==> config.mk <==
export PLATFORM = sky130hd
export DESIGN_NAME = esc_top
export DESIGN_NICKNAME = d
export VERILOG_FILES = /design/src/rtl/esc_pkg.sv /design/src/rtl/esc_store.sv /design/src/rtl/esc_top.sv
export SDC_FILE = /design/constraint.sdc
export NUM_CORES = 1
export LEC_CHECK = 0
export ABC_CLOCK_PERIOD_IN_PS = 22300
export BUFFER_PORTS_ARGS = -buffer_cell sky130_fd_sc_hd__buf_2
export CAP_MARGIN = 20
export CELL_PAD_IN_SITES_DETAIL_PLACEMENT = 1
export CELL_PAD_IN_SITES_GLOBAL_PLACEMENT = 1
export CORE_MARGIN = 4
export CORE_UTILIZATION = 46
export DETAILED_ROUTE_END_ITERATION = 10
export PLACE_DENSITY_LB_ADDON = 0.08
export SETUP_SLACK_MARGIN = 0.15
export SLEW_MARGIN = 20
export SYNTH_ARGS = -nofsm -noshare
export SYNTH_HDL_FRONTEND = slang
export SYNTH_SLANG_ARGS = --single-unit
==> constraint.sdc <==
create_clock -name ref_clk -period 22.3 [get_ports ref_clk]
set_input_delay 1.115 -clock ref_clk [delete_from_list [all_inputs] [get_ports ref_clk]]
set_output_delay 1.115 -clock ref_clk [all_outputs]
set_load 0.05 [all_outputs]
==> src/rtl/esc_pkg.sv <==
// Package with constants and decode helpers for the enable and strap configuration block
// Operation
// - Pre-ramp delay 2ms precise, up to 4ms normal
// - Precise timing only for pin enable
// - Self-enabled device drops precise timing
// - Normal mode turn-off response up to 4ms
// - Clamp duty to off-time limit, max 95%
// - Strap pins classed low, open, high, resistor
// - Sample straps only at power-up or restore
// - Three strap settings or 31 resistor selections
// - Address and limit pin-only; rest bus-writable
// - Bus address from address strap pin
// - Output limit is strap voltage plus 10%
// - User configuration kept in retained store
// - Preset thresholds raise alerts to host
// - Memory check 5-10ms ignores enable, bus
// - Load store, then straps, then ready
`default_nettype none
package esc_pkg;
  // Register bus
  localparam int ESC_ADDR_W = 4;
  localparam int ESC_DATA_W = 16;
  localparam logic [3:0] ESC_REG_CTRL = 4'h0;
  localparam logic [3:0] ESC_REG_STATUS = 4'h1;
  localparam logic [3:0] ESC_REG_IRQ_STAT = 4'h2;
  localparam logic [3:0] ESC_REG_IRQ_MASK = 4'h3;
  localparam logic [3:0] ESC_REG_VOUT = 4'h4;
  localparam logic [3:0] ESC_REG_LIMIT = 4'h5;
  localparam logic [3:0] ESC_REG_BUS_ID = 4'h6;
  localparam logic [3:0] ESC_REG_FSW = 4'h7;
  localparam logic [3:0] ESC_REG_DUTY_MAX = 4'h8;
  localparam logic [3:0] ESC_REG_THRESH = 4'h9;
  // Control bits
  localparam int ESC_CTRL_BUS_ON = 0;
  localparam int ESC_CTRL_PRECISE = 1;
  localparam int ESC_CTRL_RESTORE = 2;
  localparam int ESC_CTRL_SAVE = 3;
  // Interrupt bits
  localparam int ESC_IRQ_READY = 0;
  localparam int ESC_IRQ_RAMP_ON = 1;
  localparam int ESC_IRQ_RAMP_OFF = 2;
  localparam int ESC_IRQ_ALERT = 3;
  // Reset values
  localparam logic [1:0] ESC_CTRL_RST = 2'h2;
  localparam logic [15:0] ESC_FSW_RST = 16'h0190;
  localparam logic [15:0] ESC_THRESH_RST = 16'hFFFF;
  localparam logic [3:0] ESC_MASK_RST = 4'h0;
  // Timing
  localparam int ESC_CLK_HZ = 20_000_000;
  localparam int ESC_PRE_PRECISE_MS = 2;
  localparam int ESC_PRE_NORMAL_MS = 4;
  localparam int ESC_OFF_NORMAL_MS = 4;
  localparam int ESC_MEMCHK_MS = 5;
  localparam int ESC_PRE_PRECISE_CYC = ESC_PRE_PRECISE_MS * (ESC_CLK_HZ / 1000);
  localparam int ESC_PRE_NORMAL_CYC = ESC_PRE_NORMAL_MS * (ESC_CLK_HZ / 1000);
  localparam int ESC_OFF_NORMAL_CYC = ESC_OFF_NORMAL_MS * (ESC_CLK_HZ / 1000);
  localparam int ESC_MEMCHK_CYC = ESC_MEMCHK_MS * (ESC_CLK_HZ / 1000);
  // Duty limit in per-mille
  localparam int ESC_MIN_OFF_NS = 150;
  localparam int ESC_DUTY_FULL = 1000;
  localparam int ESC_DUTY_CAP = 950;
  // Strap classes
  localparam logic [1:0] ESC_KIND_LOW = 2'h0;
  localparam logic [1:0] ESC_KIND_OPEN = 2'h1;
  localparam logic [1:0] ESC_KIND_HIGH = 2'h2;
  localparam logic [1:0] ESC_KIND_RES = 2'h3;
  localparam int ESC_RES_LAST = 30;
  // Strap voltages in mV
  localparam logic [15:0] ESC_LOW_MV = 16'h04B0;
  localparam logic [15:0] ESC_OPEN_MV = 16'h05DC;
  localparam logic [15:0] ESC_HIGH_MV = 16'h0CE4;
  localparam logic [15:0] ESC_RES_MV [0:30] = '{
    16'h0258, 16'h02BC, 16'h02EE, 16'h0320, 16'h0384, 16'h03E8, 16'h044C, 16'h04B0,
    16'h04E2, 16'h0514, 16'h0578, 16'h05DC, 16'h0640, 16'h06A4, 16'h0708, 16'h076C,
    16'h07D0, 16'h0834, 16'h0898, 16'h08FC, 16'h0960, 16'h09C4, 16'h0A28, 16'h0A8C,
    16'h0AF0, 16'h0B54, 16'h0BB8, 16'h0C1C, 16'h0C80, 16'h0CE4, 16'h1388};
  localparam int ESC_LIMIT_NUM = 11;
  localparam int ESC_LIMIT_DEN = 10;
  // Bus id base, arbitrary value
  localparam logic [6:0] ESC_BUS_ID_BASE = 7'h20;
  // Retained store layout
  localparam logic [15:0] ESC_STORE_MARK = 16'hA5C3;
  localparam logic [2:0] ESC_SW_MARK = 3'h0;
  localparam logic [2:0] ESC_SW_VOUT = 3'h1;
  localparam logic [2:0] ESC_SW_FSW = 3'h2;
  localparam logic [2:0] ESC_SW_CTRL = 3'h3;
  localparam logic [2:0] ESC_SW_THRESH = 3'h4;

  // Strap code to output voltage
  function automatic logic [15:0] esc_vout_mv(input logic [6:0] s);
    logic [15:0] mv;
    mv = ESC_LOW_MV;
    case (s[6:5])
      ESC_KIND_LOW: mv = ESC_LOW_MV;
      ESC_KIND_OPEN: mv = ESC_OPEN_MV;
      ESC_KIND_HIGH: mv = ESC_HIGH_MV;
      ESC_KIND_RES: mv = (int'(s[4:0]) > ESC_RES_LAST) ? ESC_RES_MV[ESC_RES_LAST] : ESC_RES_MV[s[4:0]];
    endcase
    return mv;
  endfunction

  // Strap code to bus address
  function automatic logic [6:0] esc_bus_id(input logic [6:0] s, input logic [6:0] base);
    logic [6:0] off;
    off = (s[6:5] == ESC_KIND_RES) ? 7'(7'h03 + {2'h0, s[4:0]}) : {5'h00, s[6:5]};
    return 7'(base + off);
  endfunction

  // Max duty per-mille from switching frequency in kHz
  function automatic logic [9:0] esc_duty_max(input logic [15:0] fsw_khz);
    int off;
    int dmax;
    off = (int'(fsw_khz) * ESC_MIN_OFF_NS + 999) / 1000;
    dmax = (off >= ESC_DUTY_FULL) ? 0 : ESC_DUTY_FULL - off;
    if (dmax > ESC_DUTY_CAP)
      dmax = ESC_DUTY_CAP;
    return 10'(dmax);
  endfunction
endpackage
`default_nettype wire

==> src/rtl/esc_store.sv <==
// Retained configuration store with registered read port
`timescale 1ns/1ps
`default_nettype none
module esc_store #(
  parameter int W = 16,
  parameter int D = 8,
  parameter int AW = 3
)(
  input wire logic ref_clk,
  input wire logic reset,
  input wire logic wr_en,
  input wire logic [AW-1:0] wr_addr,
  input wire logic [W-1:0] wr_data,
  input wire logic [AW-1:0] rd_addr,
  output logic [W-1:0] rd_data
);
  // Array has no reset so contents survive
  logic [W-1:0] mem [0:D-1];

  // Write port
  always_ff @(posedge ref_clk)
  begin
    if (wr_en)
      mem[wr_addr] <= wr_data;
  end

  // Registered read port
  always_ff @(posedge ref_clk or posedge reset)
  begin
    if (reset)
      rd_data <= '0;
    else
      rd_data <= mem[rd_addr];
  end
endmodule
`default_nettype wire

==> src/rtl/esc_top.sv <==
// Configuration loader, enable sequencer and duty clamp
//
// Strobed register access and the register addresses were left to the implementer.
`timescale 1ns/1ps
`default_nettype none
module esc_top
  import esc_pkg::*;
#(
  parameter int PRE_PRECISE_CYC = ESC_PRE_PRECISE_CYC,
  parameter int PRE_NORMAL_CYC = ESC_PRE_NORMAL_CYC,
  parameter int OFF_NORMAL_CYC = ESC_OFF_NORMAL_CYC,
  parameter int MEMCHK_CYC = ESC_MEMCHK_CYC,
  parameter logic [6:0] BUS_ID_BASE = ESC_BUS_ID_BASE
)(
  input wire logic ref_clk,
  input wire logic reset,
  input wire logic [3:0] reg_addr,
  input wire logic [15:0] reg_wdata,
  input wire logic reg_wr,
  input wire logic reg_rd,
  output logic [15:0] reg_rdata,
  input wire logic en_pin,
  input wire logic [6:0] bus_id_strap_pin,
  input wire logic [6:0] output_level_strap,
  input wire logic [15:0] mon_value,
  input wire logic [9:0] duty_req,
  output logic [9:0] duty_out,
  output logic ramp_go,
  output logic cfg_ready,
  output logic [6:0] bus_id,
  output logic [15:0] output_upper_limit,
  output logic [15:0] vout_set,
  output logic irq
);
  // Counter end values
  localparam logic [19:0] PRE_P_END = 20'(PRE_PRECISE_CYC - 1);
  localparam logic [19:0] PRE_N_END = 20'(PRE_NORMAL_CYC - 1);
  localparam logic [19:0] OFF_N_END = 20'(OFF_NORMAL_CYC - 1);
  localparam logic [19:0] CHK_END = 20'(MEMCHK_CYC - 1);
  localparam logic [2:0] SW_END = 3'(ESC_SW_THRESH + 3'h1);

  typedef enum logic [2:0] {LD_CHECK, LD_READ, LD_PINS, LD_READY, LD_SAVE} esc_ld_t;
  typedef enum logic [1:0] {SQ_OFF, SQ_PRE, SQ_ON, SQ_POST} esc_sq_t;

  // Pin synchroniser stages
  logic [14:0] sy1_reg;
  logic [14:0] sy2_reg;
  logic [14:0] sy3_reg;
  logic [14:0] pin_reg;
  // Loader state
  esc_ld_t ld_st_reg;
  logic [19:0] ld_cnt_reg;
  logic [2:0] ld_idx_reg;
  logic mark_ok_reg;
  logic vout_st_reg;
  // Configuration
  logic [1:0] ctl_reg;
  logic [15:0] vout_reg;
  logic [15:0] fsw_reg;
  logic [15:0] thresh_reg;
  logic [3:0] mask_reg;
  logic [3:0] stat_reg;
  logic [15:0] pin_mv_reg;
  logic self_en_reg;
  // Sequencer
  esc_sq_t sq_st_reg;
  logic [19:0] sq_cnt_reg;
  logic precise_run_reg;
  logic [9:0] duty_max_reg;
  // Store port
  logic [15:0] st_rdata;
  logic [15:0] st_wdata;
  // Decoded terms
  logic ready;
  logic wr_ok;
  logic ctl_wr;
  logic en_req;
  logic pre_done;
  logic post_done;
  logic [3:0] stat_set;
  logic [3:0] stat_clr;
  logic [15:0] rd_mux;

  // Bus writes accepted only once ready
  assign ready = (ld_st_reg == LD_READY);
  assign wr_ok = reg_wr && ready;
  assign ctl_wr = wr_ok && (reg_addr == ESC_REG_CTRL);
  // Pin level or bus bit requests the output
  assign en_req = pin_reg[14] | ctl_reg[ESC_CTRL_BUS_ON];
  assign pre_done = sq_cnt_reg == (precise_run_reg ? PRE_P_END : PRE_N_END);
  assign post_done = precise_run_reg || (sq_cnt_reg == OFF_N_END);

  // Three-stage sync of enable and straps
  always_ff @(posedge ref_clk or posedge reset)
  begin
    if (reset)
    begin
      sy1_reg <= '0;
      sy2_reg <= '0;
      sy3_reg <= '0;
    end
    else
    begin
      sy1_reg <= {en_pin, bus_id_strap_pin, output_level_strap};
      sy2_reg <= sy1_reg;
      sy3_reg <= sy2_reg;
    end
  end

  // Accept a change once stages two and three agree
  always_ff @(posedge ref_clk or posedge reset)
  begin
    if (reset)
      pin_reg <= '0;
    else if (sy2_reg == sy3_reg)
      pin_reg <= sy3_reg;
  end

  // Load sequence: check, read store, straps, ready
  always_ff @(posedge ref_clk or posedge reset)
  begin
    if (reset)
    begin
      ld_st_reg <= LD_CHECK;
      ld_cnt_reg <= '0;
      ld_idx_reg <= '0;
    end
    else
    begin
      unique case (ld_st_reg)
        LD_CHECK:
        begin
          // Memory check time, enable and bus ignored
          if (ld_cnt_reg == CHK_END)
          begin
            ld_st_reg <= LD_READ;
            ld_idx_reg <= '0;
          end
          ld_cnt_reg <= (ld_cnt_reg == CHK_END) ? '0 : 20'(ld_cnt_reg + 20'h00001);
        end
        LD_READ:
        begin
          // Store words first, straps after
          if (ld_idx_reg == SW_END)
            ld_st_reg <= LD_PINS;
          else
            ld_idx_reg <= 3'(ld_idx_reg + 3'h1);
        end
        LD_PINS:
          ld_st_reg <= LD_READY;
        LD_READY:
        begin
          // Restore reruns the whole load
          if (ctl_wr && reg_wdata[ESC_CTRL_RESTORE])
          begin
            ld_st_reg <= LD_CHECK;
            ld_cnt_reg <= '0;
          end
          else if (ctl_wr && reg_wdata[ESC_CTRL_SAVE])
          begin
            ld_st_reg <= LD_SAVE;
            ld_idx_reg <= '0;
          end
        end
        LD_SAVE:
        begin
          // One word per cycle into the store
          if (ld_idx_reg == ESC_SW_THRESH)
            ld_st_reg <= LD_READY;
          else
            ld_idx_reg <= 3'(ld_idx_reg + 3'h1);
        end
      endcase
    end
  end

  // Save data selection
  always_comb
  begin
    case (ld_idx_reg)
      ESC_SW_MARK: st_wdata = ESC_STORE_MARK;
      ESC_SW_VOUT: st_wdata = vout_reg;
      ESC_SW_FSW: st_wdata = fsw_reg;
      ESC_SW_CTRL: st_wdata = {14'h0000, ctl_reg};
      default: st_wdata = thresh_reg;
    endcase
  end

  // Retained store
  esc_store #(.W(16), .D(8), .AW(3)) u_store (
    .ref_clk(ref_clk),
    .reset(reset),
    .wr_en(ld_st_reg == LD_SAVE),
    .wr_addr(ld_idx_reg),
    .wr_data(st_wdata),
    .rd_addr(ld_idx_reg),
    .rd_data(st_rdata)
  );

  // Stored values, then strap values, then bus writes
  always_ff @(posedge ref_clk or posedge reset)
  begin
    if (reset)
    begin
      mark_ok_reg <= 1'b0;
      vout_st_reg <= 1'b0;
      ctl_reg <= ESC_CTRL_RST;
      vout_reg <= '0;
      fsw_reg <= ESC_FSW_RST;
      thresh_reg <= ESC_THRESH_RST;
    end
    else if (ld_st_reg == LD_CHECK)
      vout_st_reg <= 1'b0;
    else if (ld_st_reg == LD_READ && ld_idx_reg != 3'h0)
    begin
      // Word arrives one cycle after its address
      unique case (3'(ld_idx_reg - 3'h1))
        ESC_SW_MARK:
          mark_ok_reg <= (st_rdata == ESC_STORE_MARK) ? 1'b1 : 1'b0;
        ESC_SW_VOUT:
          if (mark_ok_reg)
          begin
            vout_reg <= st_rdata;
            vout_st_reg <= 1'b1;
          end
        ESC_SW_FSW:
          if (mark_ok_reg)
            fsw_reg <= st_rdata;
        ESC_SW_CTRL:
          if (mark_ok_reg)
            ctl_reg <= st_rdata[1:0];
        default:
          if (mark_ok_reg)
            thresh_reg <= st_rdata;
      endcase
    end
    else if (ld_st_reg == LD_PINS && !vout_st_reg)
      vout_reg <= esc_vout_mv(pin_reg[6:0]);
    else if (wr_ok)
    begin
      // Bus may overwrite pin-set values
      case (reg_addr)
        ESC_REG_CTRL: ctl_reg <= reg_wdata[1:0];
        ESC_REG_VOUT: vout_reg <= reg_wdata;
        ESC_REG_FSW: fsw_reg <= reg_wdata;
        ESC_REG_THRESH: thresh_reg <= reg_wdata;
        default: ;
      endcase
    end
  end

  // Pin-only settings captured once per load
  always_ff @(posedge ref_clk or posedge reset)
  begin
    if (reset)
    begin
      bus_id <= '0;
      pin_mv_reg <= '0;
      output_upper_limit <= '0;
      self_en_reg <= 1'b0;
    end
    else if (ld_st_reg == LD_PINS)
    begin
      bus_id <= esc_bus_id(pin_reg[13:7], BUS_ID_BASE);
      pin_mv_reg <= esc_vout_mv(pin_reg[6:0]);
      output_upper_limit <= 16'((32'(esc_vout_mv(pin_reg[6:0])) * ESC_LIMIT_NUM) / ESC_LIMIT_DEN);
      self_en_reg <= pin_reg[14];
    end
  end

  // Enable sequencer
  always_ff @(posedge ref_clk or posedge reset)
  begin
    if (reset)
    begin
      sq_st_reg <= SQ_OFF;
      sq_cnt_reg <= '0;
      precise_run_reg <= 1'b0;
      ramp_go <= 1'b0;
    end
    else
    begin
      unique case (sq_st_reg)
        SQ_OFF:
          if (en_req && ready)
          begin
            sq_st_reg <= SQ_PRE;
            sq_cnt_reg <= '0;
            // Precise only from the pin, not self-enabled
            precise_run_reg <= ctl_reg[ESC_CTRL_PRECISE] && pin_reg[14] &&
                               !ctl_reg[ESC_CTRL_BUS_ON] && !self_en_reg;
          end
        SQ_PRE:
          if (!en_req)
            sq_st_reg <= SQ_OFF;
          else if (pre_done)
          begin
            sq_st_reg <= SQ_ON;
            ramp_go <= 1'b1;
          end
          else
            sq_cnt_reg <= 20'(sq_cnt_reg + 20'h00001);
        SQ_ON:
          if (!en_req)
          begin
            sq_st_reg <= SQ_POST;
            sq_cnt_reg <= '0;
          end
        SQ_POST:
          if (post_done)
          begin
            sq_st_reg <= SQ_OFF;
            ramp_go <= 1'b0;
          end
          else
            sq_cnt_reg <= 20'(sq_cnt_reg + 20'h00001);
      endcase
    end
  end

  // Duty clamp, zero while not ramping
  always_ff @(posedge ref_clk or posedge reset)
  begin
    if (reset)
    begin
      duty_max_reg <= '0;
      duty_out <= '0;
    end
    else
    begin
      duty_max_reg <= esc_duty_max(fsw_reg);
      // Also zero on the edge that drops ramp_go, so no stale duty lingers
      if (!ramp_go || stat_set[ESC_IRQ_RAMP_OFF])
        duty_out <= '0;
      else
        duty_out <= (duty_req > duty_max_reg) ? duty_max_reg : duty_req;
    end
  end

  // Event sources and write-one clears
  assign stat_set[ESC_IRQ_READY] = (ld_st_reg == LD_PINS);
  assign stat_set[ESC_IRQ_RAMP_ON] = (sq_st_reg == SQ_PRE) && en_req && pre_done;
  assign stat_set[ESC_IRQ_RAMP_OFF] = (sq_st_reg == SQ_POST) && post_done;
  assign stat_set[ESC_IRQ_ALERT] = ready && (mon_value > thresh_reg);
  assign stat_clr = (wr_ok && reg_addr == ESC_REG_IRQ_STAT) ? reg_wdata[3:0] : 4'h0;

  // Sticky status, set wins over clear, and mask
  always_ff @(posedge ref_clk or posedge reset)
  begin
    if (reset)
    begin
      stat_reg <= '0;
      mask_reg <= ESC_MASK_RST;
      irq <= 1'b0;
    end
    else
    begin
      stat_reg <= (stat_reg & ~stat_clr) | stat_set;
      if (wr_ok && reg_addr == ESC_REG_IRQ_MASK)
        mask_reg <= reg_wdata[3:0];
      irq <= |(stat_reg & mask_reg);
    end
  end

  // Read selection
  always_comb
  begin
    case (reg_addr)
      ESC_REG_CTRL: rd_mux = {14'h0000, ctl_reg};
      ESC_REG_STATUS: rd_mux = {11'h000, mark_ok_reg, self_en_reg, precise_run_reg, ramp_go, ready};
      ESC_REG_IRQ_STAT: rd_mux = {12'h000, stat_reg};
      ESC_REG_IRQ_MASK: rd_mux = {12'h000, mask_reg};
      ESC_REG_VOUT: rd_mux = vout_reg;
      ESC_REG_LIMIT: rd_mux = output_upper_limit;
      ESC_REG_BUS_ID: rd_mux = {9'h000, bus_id};
      ESC_REG_FSW: rd_mux = fsw_reg;
      ESC_REG_DUTY_MAX: rd_mux = {6'h00, duty_max_reg};
      ESC_REG_THRESH: rd_mux = thresh_reg;
      default: rd_mux = 16'h0000;
    endcase
  end

  // Read data for one cycle, zero while busy
  always_ff @(posedge ref_clk or posedge reset)
  begin
    if (reset)
    begin
      reg_rdata <= '0;
      cfg_ready <= 1'b0;
      vout_set <= '0;
    end
    else
    begin
      reg_rdata <= (reg_rd && ready) ? rd_mux : 16'h0000;
      cfg_ready <= ready;
      vout_set <= vout_reg;
    end
  end
endmodule
`default_nettype wire

Yosys cells after proc, flatten, opt, wreduce, memory -nomap -nowiden
Memories as Yosys holds them, arrays and structs flattened. A register that Yosys moved wholly into a read port is not among the register bits. Cells that the tools add are included.

Bits in registers: 248. Memory bits (writable): 128. Memory bits (read-only): 512. Output and inout bits: 68. Word-level logic and storage cells: 243. Memories kept: 2.

Memory list: (no name shown) (depth 32, width 16, rd ports 1, clocked after Yosys merged registers in 0, write ports 0, line esc_pkg.sv:97) `ESC_KIND_RES: mv = (int'(s[4:0]) > ESC_RES_LAST) ? ESC_RES_MV[ESC_RES_LAST] : ESC_RES_MV[s[4:0]];`; u_store.mem (depth 8, width 16, rd ports 1, clocked after Yosys merged registers in 1, write ports 1, line esc_store.sv:18) `logic [W-1:0] mem [0:D-1];`.

Add/sub/neg operators: 8. Multipliers: 2. Divide/modulo/power cells: 2. Magnitude comparators: 6. Equality and inequality tests: 56. Muxes and demuxes: 75. Bitwise gates (word level): 7. Reductions and logical operators: 57.

Operators with widths (number): 2-to-1 mux 16 bit (21); case mux 16 bit (10 select lines) (1); 2-to-1 mux 20 bit (7); case mux 16 bit (4 select lines) (2); case mux 20 bit (4 select lines) (1); adder 20 x 1 -> 20 bit (second input constant) (2); equality test 20 x 17 -> 1 bit (second input constant) (2); case mux 20 bit (2 select lines) (1); divider 20 x 4 -> 32 bit (second input constant) (1); divider 32 x 11 -> 32 bit (second input constant) (1); >= comparator 32 x 11 -> 1 bit (second input constant) (1); greater-than comparator 32 x 11 -> 1 bit (second input constant) (1); 2-to-1 mux 32 bit (1); != test 2 bit (second input constant) (16); subtractor 11 x 32 -> 32 bit (first input constant) (1); 2-to-1 mux 10 bit (3); 2-to-1 mux 3 bit (10); adder 24 x 10 -> 25 bit (second input constant) (1); AND reduction 6 bit (4); multiplier 16 x 7 -> 23 bit (second input constant) (1); 2-to-1 mux 2 bit (11); equality test 20 x 17 -> 1 bit (1); multiplier 16 x 4 -> 20 bit (second input constant) (1); equality test 3 x 2 -> 1 bit (second input constant) (6); 49 further kinds (116).

Depth between registers and ports, before layout
Gate-level depths: netlist of the first run.

Depth in word-level cells: 9. Mapped depth: 69.

Modules after synthesis
Synthesis of the first run repeated with hierarchy kept, for this count alone.

Cell total of the unflattened synthesis: 3466. Area, all modules: 31393.9 um^2.

By module, submodules not included: esc_top (times used 1, cells each 3251, area an instance 26016.2 um^2); esc_store (times used 1, cells each 215, area an instance 5377.7 um^2).

Least setup slack after synthesis of the first run
Ideal clock, no wire load.

Path kind: register to register. Start: register fsw_reg[4]. End: register duty_max_reg[6]. Arrival time: 14.621 ns. Data required time: 22.180 ns. Slack: 7.559 ns. Stages on the path, launching flop included: 56. Cells stage by stage: dfstp_2 ha_1 ha_1 inv_1 fa_1 fa_1 inv_1 ha_1 a21o_1 a211o_1 o211a_1 a221o_1 xor2_2 nand4_1 nor4_2 xnor2_1 or4_1 nand3_1 [... 20 more ...] o22ai_1 or3_4 o21a_1 or3_1 a21boi_2 a2111oi_0 nor3_1 and3b_1 o22ai_1 o21ai_0 inv_1 ha_1 a21oi_1 o21ai_0 xor2_1 a41oi_1 o41a_1 o211a_1.

Word-level cells in the longest chain between the ends: 7.

RTL lines: start: declaration (line esc_top.sv:59) `logic [15:0] fsw_reg;`; start signal: assignment (line esc_top.sv:228) `fsw_reg <= st_rdata;`; start signal: assignment (line esc_top.sv:245) `ESC_REG_FSW: fsw_reg <= reg_wdata;`; multiplier 16 x 7 -> 23 bit (*) (line esc_pkg.sv:113) `off = (int'(fsw_khz) * ESC_MIN_OFF_NS + 999) / 1000;`; adder 24 x 10 -> 25 bit (*) (line esc_pkg.sv:113); divider 32 x 11 -> 32 bit (*) (line esc_pkg.sv:113); subtractor 11 x 32 -> 32 bit or >= comparator 32 x 11 -> 1 bit (tied branches) (line esc_pkg.sv:114) `dmax = (off >= ESC_DUTY_FULL) ? 0 : ESC_DUTY_FULL - off;`; 2-to-1 mux 32 bit (*) (line esc_pkg.sv:114); greater-than comparator 32 x 11 -> 1 bit (line esc_pkg.sv:115) `if (dmax > ESC_DUTY_CAP)`; 2-to-1 mux 10 bit (*) (line esc_pkg.sv:115); end signal: assignment (line esc_top.sv:331) `duty_max_reg <= esc_duty_max(fsw_reg);`; end: declaration (line esc_top.sv:69) `logic [9:0] duty_max_reg;`.

Mark *: on every way between the ends. The rest lies on a longest branch, timed or not. A chain may end at the register's enable or synchronous reset.

Worst setup path in the final report of the first run
Start: register pin_reg[2]. End: register output_upper_limit[0].

Word-level cells in the longest chain between the ends: 9.

RTL lines: start: declaration (line esc_top.sv:49) `logic [14:0] pin_reg;`; start signal: assignment (line esc_top.sv:116) `pin_reg <= sy3_reg;`; inverter 5 -> 6 bit (implied by the code) (line esc_pkg.sv:97); memory (32 x 16 bit); 2-to-1 mux 16 bit (implied by the code) (2 in a row) (line esc_pkg.sv:97); 2-to-1 mux 16 bit (*) (line esc_pkg.sv:97); case mux 16 bit (4 select lines) (*); 2-to-1 mux 16 bit (*) (line esc_top.sv:262) `else if (ld_st_reg == LD_PINS)`; multiplier 16 x 4 -> 20 bit (*) (line esc_top.sv:266) `output_upper_limit <= 16'((32'(esc_vout_mv(pin_reg[6:0])) * ESC_LIMIT_NUM) / ESC_LIMIT_DEN);`; divider 20 x 4 -> 32 bit (*) (line esc_top.sv:266); end signal: assignment (line esc_top.sv:266); end: declaration (line esc_top.sv:31) `output logic [15:0] output_upper_limit,`.

Mark *: on every way between the ends. The rest lies on a longest branch, timed or not. The select of a mux whose other input is x is not followed.

==> impl_metrics.json, run 1 <==
{
  "period_needed_ns": 18.76,
  "fp-row-count": 95,
  "cts_root_buf": "clkbuf_16",
  "ant_nets": 0,
  "drv_cap": 0,
  "post_cts_buffers": 0,
  "ys.flop_type": "dfrtp_1",
  "antenna_found_initial": 16,
  "maxSlewViolCount": 0,
  "slowest_delay_ns": 0.85,
  "slew_headroom": 0.2354,
  "gr-usage-all-layers": 0.2973,
  "cellPowerDensity_nw_per_um2": 106.3,
  "total_power_mw": 3.649,
  "dieArea_um2": 72710,
  "grt_pass1_vias": 29861,
  "rsz0062_at_grt": "no",
  "cts_resized": 0,
  "end_kind": "register",
  "final_nets": 3808,
  "cpMaxStageDelayCell": "a31oi_1",
  "routed_wl_um": 112300,
  "fin_skew_ns": 0.04335,
  "post-dp-hpwl_um": 85190,
  "yosys_register_bits": 390,
  "critical_path_class": "register to register",
  "yosysWarningCount": 0,
  "via_per_inst": 6.527,
  "setup_tns_ns": 0,
  "pre_cts_ws_ns": 3.440,
  "min_path_type": "register to register",
  "syn_inst": 3524,
  "status": "finished, final reports clean",
  "synth_cell_types": 162,
  "hold_violations": 0,
  "cts_max_level": 2,
  "finalCritPeriodShare": 0.8413,
  "postCtsHoldBufs": 0,
  "cp.arrival_ns": 19.20,
  "core_area_um2": 67510,
  "drive_gt1_frac": 0.1360,
  "place.port_buffers": 130,
  "hold_end": "sy2_reg[14]",
  "syn_area_um2": 31490,
  "grt_max_degree": 145,
  "cp_max_fo": 17,
  "hold_start": "sy1_reg[14]",
  "ios": 133,
  "ys_seq_area_frac": 0.3310,
  "vias": 29272,
  "dr.pass1.iters": 9,
  "worst_slack_ns": 3.538,
  "clk_pin_slew_ns": 0.06,
  "p_leak_nw": 13.82,
  "r2r_setup_slack_ns": 3.54,
  "drc_errors": 0,
  "reg2regPathDepth": 51,
  "tightestPinTransition_ns": 1.143,
  "timing.hold.ws_ns": 0.3424,
  "path_common_cell": "nor2_1",
  "cts_max_path_buffers": 3,
  "cp-start-kind": "register",
  "drtIter0Drc": 2387,
  "fp.dieW_um": 269.7,
  "async_reset_ff_frac": 0.6718,
  "r2r-start": "pin_reg[2]",
  "wl_per_cell_um": 25.05,
  "required_ns": 22.74,
  "grt_pass1_wl_um": 175100,
  "syn_area_per_cell_um2": 8.937,
  "cts_made_buffers": 47,
  "largest_reg_flops": 128,
  "timing.rr.end": "output_upper_limit[0]",
  "whs_path_depth": 0,
  "area_growth_pct": 9.015,
  "fmaxAchievable_mhz": 53.30,
  "vdd_drop_max_uv": 108.3,
  "cts_tree": "done",
  "gp_congestion": 0.9471,
  "synth_edf_count": 128,
  "dieHeight_um": 269.7,
  "cts.sinks": 390,
  "start_util": 0.4665,
  "clock_latency_ns": 0.61,
  "grt-ovfl-total": 0,
  "setup_viol": 0
}
## layout make-up
cell class,count,area (um2)
clock inverter,26,329.1
multi-input combinational,2801,19660
antenna,1,2.502
tap,873,1092
timing repair buffer,158,877.1
inverter,174,660.6
fill,7825,33180
clock buffer,62,1282
sequential,390,10430
## synthesized netlist by cell type (42+ instances only)
cell type | number | area [um2]
edfxtp_1 | 128 | 3844
nand2b_1 | 42 | 262.8
a31oi_1 | 50 | 312.8
a21oi_1 | 221 | 1106
a22oi_1 | 86 | 645.6
nand2_1 | 290 | 1089
mux2i_1 | 49 | 490.5
nand3_1 | 93 | 465.5
clkbuf_1 | 91 | 341.6
ha_1 | 139 | 1739
nand4_1 | 68 | 425.4
nor2_1 | 326 | 1224
o21ai_0 | 183 | 915.9
and3_1 | 48 | 300.3
xor2_1 | 72 | 630.6
inv_1 | 172 | 645.6
nor3_1 | 104 | 520.5
xnor2_1 | 85 | 744.5
dfrtp_1 | 242 | 6056
## report_power, final
group,internal (mW),switching [mW]
registers,0.747,0.0121
logic,0.751,1.34
clock network,0.460,0.340
## critical path, delay by kind of cell, from the launching register on
family	cells	cell delay, ns
compound gates	20	6.76
buf+inv	2	0.55
flops	1	0.63
simple gates	21	7.46
xor+xnor	4	1.81
mux	1	0.29
fa+ha+maj	3	1.05
## worst max path at each step
stage / start / endpoint
after floorplan: fsw_reg[4] / duty_max_reg[6]
after global placement: pin_reg[2] / output_upper_limit[0]
after detailed placement: pin_reg[2] / output_upper_limit[0]
after CTS: pin_reg[2] / output_upper_limit[0]
after global routing: pin_reg[2] / output_upper_limit[0]
final: pin_reg[2] / output_upper_limit[0]
## per-layer routing
layer / global-route usage / vias to the layer above / wire (um)
met5: 0.0006579 / - / 55
met4: 0.07717 / 8 / 3135
met3: 0.06695 / 189 / 8319
met2: 0.4844 / 875 / 51440
met1: 0.4022 / 14836 / 49380
li1: - / 13364 / -
## per-stage QoR
stage                     utilization  cells  cell area (um2)
after global placement         0.4842   4395            32690
final                          0.5085   4485            34330
after global routing           0.5085   4484            34330
after CTS                      0.5080   4483            34300
after detailed placement       0.4842   4395            32690
after floorplan                     -   3525            31500
## logic make-up after synthesis
family	after synthesis	synth area share
flops	390	0.3310
fa+ha+maj	171	0.07557
other cells	2	0.0002385
simple gates	1279	0.2120
mux	88	0.03139
xor+xnor	166	0.04831
buf+inv	334	0.04938
compound gates	1094	0.2521
## placed cells by master (no fill, tap or decap), types with 18 or more instances in the layout
cell type and instances:
clkbuf_16 47, a221oi_1 28, buf_2 130, o22ai_1 18, fa_1 32, nor2_1 322, o31ai_1 35, a31oi_1 50
or3_1 36, nand3_1 93, nand2_1 290, nand2b_1 42, nor2b_1 25, buf_4 26, o21ai_0 183, nor3_1 93
o21a_1 32, nand4_1 68, mux2_2 29, a211o_1 18, xor2_1 72, dfstp_2 20, mux2i_1 49, and2_1 40
edfxtp_1 128, ha_1 139, a22oi_1 86, a21o_1 33, a21boi_0 19, a211oi_1 32, xnor2_1 85, o21ai_1 20
nor4_1 40, o211ai_1 37, dfrtp_1 242, and3_1 48, a21oi_1 217, inv_1 171
Note: power is estimated with default switching activity, not from simulation.
==> run 2, diff against run 1 <==
Settings changed: ABC_AREA set to 1, ABC_CLOCK_PERIOD_IN_PS 22300 to 18500.
Clock period 22.3 ns to 18.5 ns, I/O delays scaled along.
==> run 2 against run 1 <==
Sequential share of layout area up 0.65 points. Flip-flop and latch count is the same. Setup slack improved by 0.55 ns. Global-route usage down 1.8 points. Non-clock buffer count increased by 1. Area after synthesis is 4.1% lower. Register-to-register slack improved by 0.55 ns. Via count down 7.3%. Maximum frequency grew 30%. Routed wire length decreased by 12%. Critical path depth grew 61. Largest cell class unchanged.
==> impl_metrics.json, run 2 <==
{
  "cts_resized": 0,
  "wl_per_cell_um": 20.18,
  "postCtsHoldBufs": 0,
  "gp_congestion": 0.8981,
  "finalCritPeriodShare": 0.7791,
  "tightestPinTransition_ns": 1.060,
  "end_kind": "register",
  "synth_cell_types": 86,
  "cts.sinks": 390,
  "largest_reg_flops": 128,
  "dieHeight_um": 264.3,
  "final_nets": 4231,
  "async_reset_ff_frac": 0.6718,
  "fp-row-count": 93,
  "path_buf_inv": 15,
  "cts_tree": "done",
  "ios": 133,
  "setup_viol": 0,
  "dieArea_um2": 69840,
  "setup_tns_ns": 0,
  "syn_area_um2": 30210,
  "critical_path_class": "register to register",
  "drv_cap": 0,
  "via_per_inst": 5.548,
  "fp.dieW_um": 264.3,
  "slew_headroom": 0.2917,
  "cts_max_level": 2,
  "placed_cell_area_um2": 31950,
  "core_area_um2": 64700,
  "fin_util": 0.5195,
  "synth_top_area_cell": "dfrtp_1",
  "routed_wl_um": 98680,
  "gr-usage-all-layers": 0.2790,
  "final_common_cell": "nand2_1",
  "hold_violations": 0,
  "grt_pass1_vias": 28474,
  "fin_skew_ns": 0.05499,
  "cp.arrival_ns": 14.93,
  "fmaxAchievable_mhz": 69.38,
  "area_growth_pct": 11.25,
  "required_ns": 19.02,
  "ys_seq_area_frac": 0.3451,
  "clk_pin_slew_ns": 0.06,
  "maxSlewViolCount": 0,
  "clock_latency_ns": 0.62,
  "synth_edf_count": 128,
  "cts_root_buf": "clkbuf_16",
  "drc_errors": 0,
  "drive_gt1_frac": 0.2197,
  "yosysMostFrequentCell": "nand2_1",
  "final_cell_mix": "nand2_1 (796), inv_1 (543), nor2_1 (266)",
  "post_cts_buffers": 0,
  "antenna_found_initial": 10,
  "drtIter0Drc": 1597,
  "path_common_cell": "nand2_1",
  "grt_max_degree": 129,
  "cts_made_buffers": 45,
  "grt_pass1_wl_um": 157300,
  "cts_max_path_buffers": 3,
  "yosysWarningCount": 0,
  "n_fill_cell": 8178,
  "slowest_delay_ns": 0.64,
  "status": "finished, final reports clean",
  "synth_top_area_share": 0.2004,
  "critPathTopFamily": "simple AND/OR/NAND/NOR gates",
  "yosys_register_bits": 390,
  "post-dp-hpwl_um": 77400,
  "cp-start-kind": "register",
  "place.port_buffers": 130,
  "rsz0062_at_grt": "no",
  "ant_nets": 0,
  "syn_inst": 3850,
  "ys.flop_type": "dfrtp_1",
  "cp_max_fo": 11,
  "finalInstanceArea_um2": 33610,
  "min_path_type": "register to register",
  "period_needed_ns": 14.41,
  "placedCellCount": 4802,
  "synthTopCellsByCount": "nand2_1 (796), inv_1 (544), nor2_1 (267)",
  "vias": 27132,
  "syn_area_per_cell_um2": 7.847,
  "dr.pass1.iters": 7,
  "cpMaxStageDelayCell": "dfstp_2",
  "synth_area_leaders": "dfrtp_1 (20%), edfxtp_1 (13%), nand2_1 (9.9%), inv_1 (6.8%), ha_1 (5.8%)",
  "start_util": 0.4670,
  "layoutNonFillerInstCount": 4890,
  "grt-ovfl-total": 0
}
run 2: stage by stage:
stage          worst slack [ns]  hold slack, ns
3_5_place_dp              4.114          0.3363
3_3_place_gp              4.484          0.3321
2_1_floorplan             6.286          0.3312
6_report                  4.087          0.3434
4_1_cts                   4.049          0.3459
5_1_grt                   2.624          0.3510
run 2: kinds of logic (layout without fill, tap and decap cells):
kind of cell | after synthesis | count (layout) | synth area share
simple gates | 1988 | 1988 | 0.3470
buf+inv | 687 | 868 | 0.09057
compound gates | 523 | 523 | 0.1107
flops | 390 | 390 | 0.3451
fa+ha+maj | 171 | 171 | 0.07877
xor+xnor | 84 | 84 | 0.02572
mux | 5 | 5 | 0.001863
other cells | 2 | 6 | 0.0002486
run 2: area by class of cell:
| cell class | instances | area (um2) | area share |
|---|---|---|---|
| Timing Repair Buffer | 159 | 879.6 | 0.02617 |
| Tap cell | 855 | 1070 | 0.03183 |
| Sequential cell | 390 | 10430 | 0.3102 |
| Antenna cell | 3 | 7.507 | 0.0002233 |
| Clock inverter | 30 | 410.4 | 0.01221 |
| Clock buffer | 54 | 1211 | 0.03603 |
| Multi-Input combinational cell | 2774 | 17200 | 0.5116 |
| Inverter | 625 | 2414 | 0.07181 |
run 2: path summary, 6_finish.rpt:
path                             from             endpoint  slack [ns]  cells after the start
max                        fsw_reg[4]      duty_max_reg[6]        4.09                    112
min reg2reg                sy1_reg[7]           sy2_reg[7]        0.34                      0
min                        sy1_reg[7]           sy2_reg[7]        0.34                      0
max in group asynchronous       reset          duty_out[3]       15.85                      4
min in group asynchronous       reset  u_store.rd_data[13]        0.49                      2
max reg2reg                fsw_reg[4]      duty_max_reg[6]        4.09                    112
run 2: worst reg2reg max path: cells and delay by family (launching register included):
kind	cells	cell delay, ns
AND/OR/NAND/NOR	85	9.30
XOR/XNOR	1	0.24
AO/OA/AOI/OAI	5	0.99
flip-flops	1	0.64
adder cells (fa/ha/maj)	6	2.14
buffers and inverters	15	1.02
run 2: metal layers:
metal / track usage / vias to the layer above / share of wire / wire length (um)
met5: 0 / - / 0.00047 / 46
met4: 0.05768 / 6 / 0.022 / 2162
met3: 0.04498 / 130 / 0.058 / 5689
met2: 0.4776 / 639 / 0.48 / 47110
met1: 0.3760 / 13402 / 0.44 / 43670
li1: - / 12955 / - / -
Power of run 2 is not shown: default switching activity piles up to over one toggle a cycle in this logic, so the estimate is an artifact.
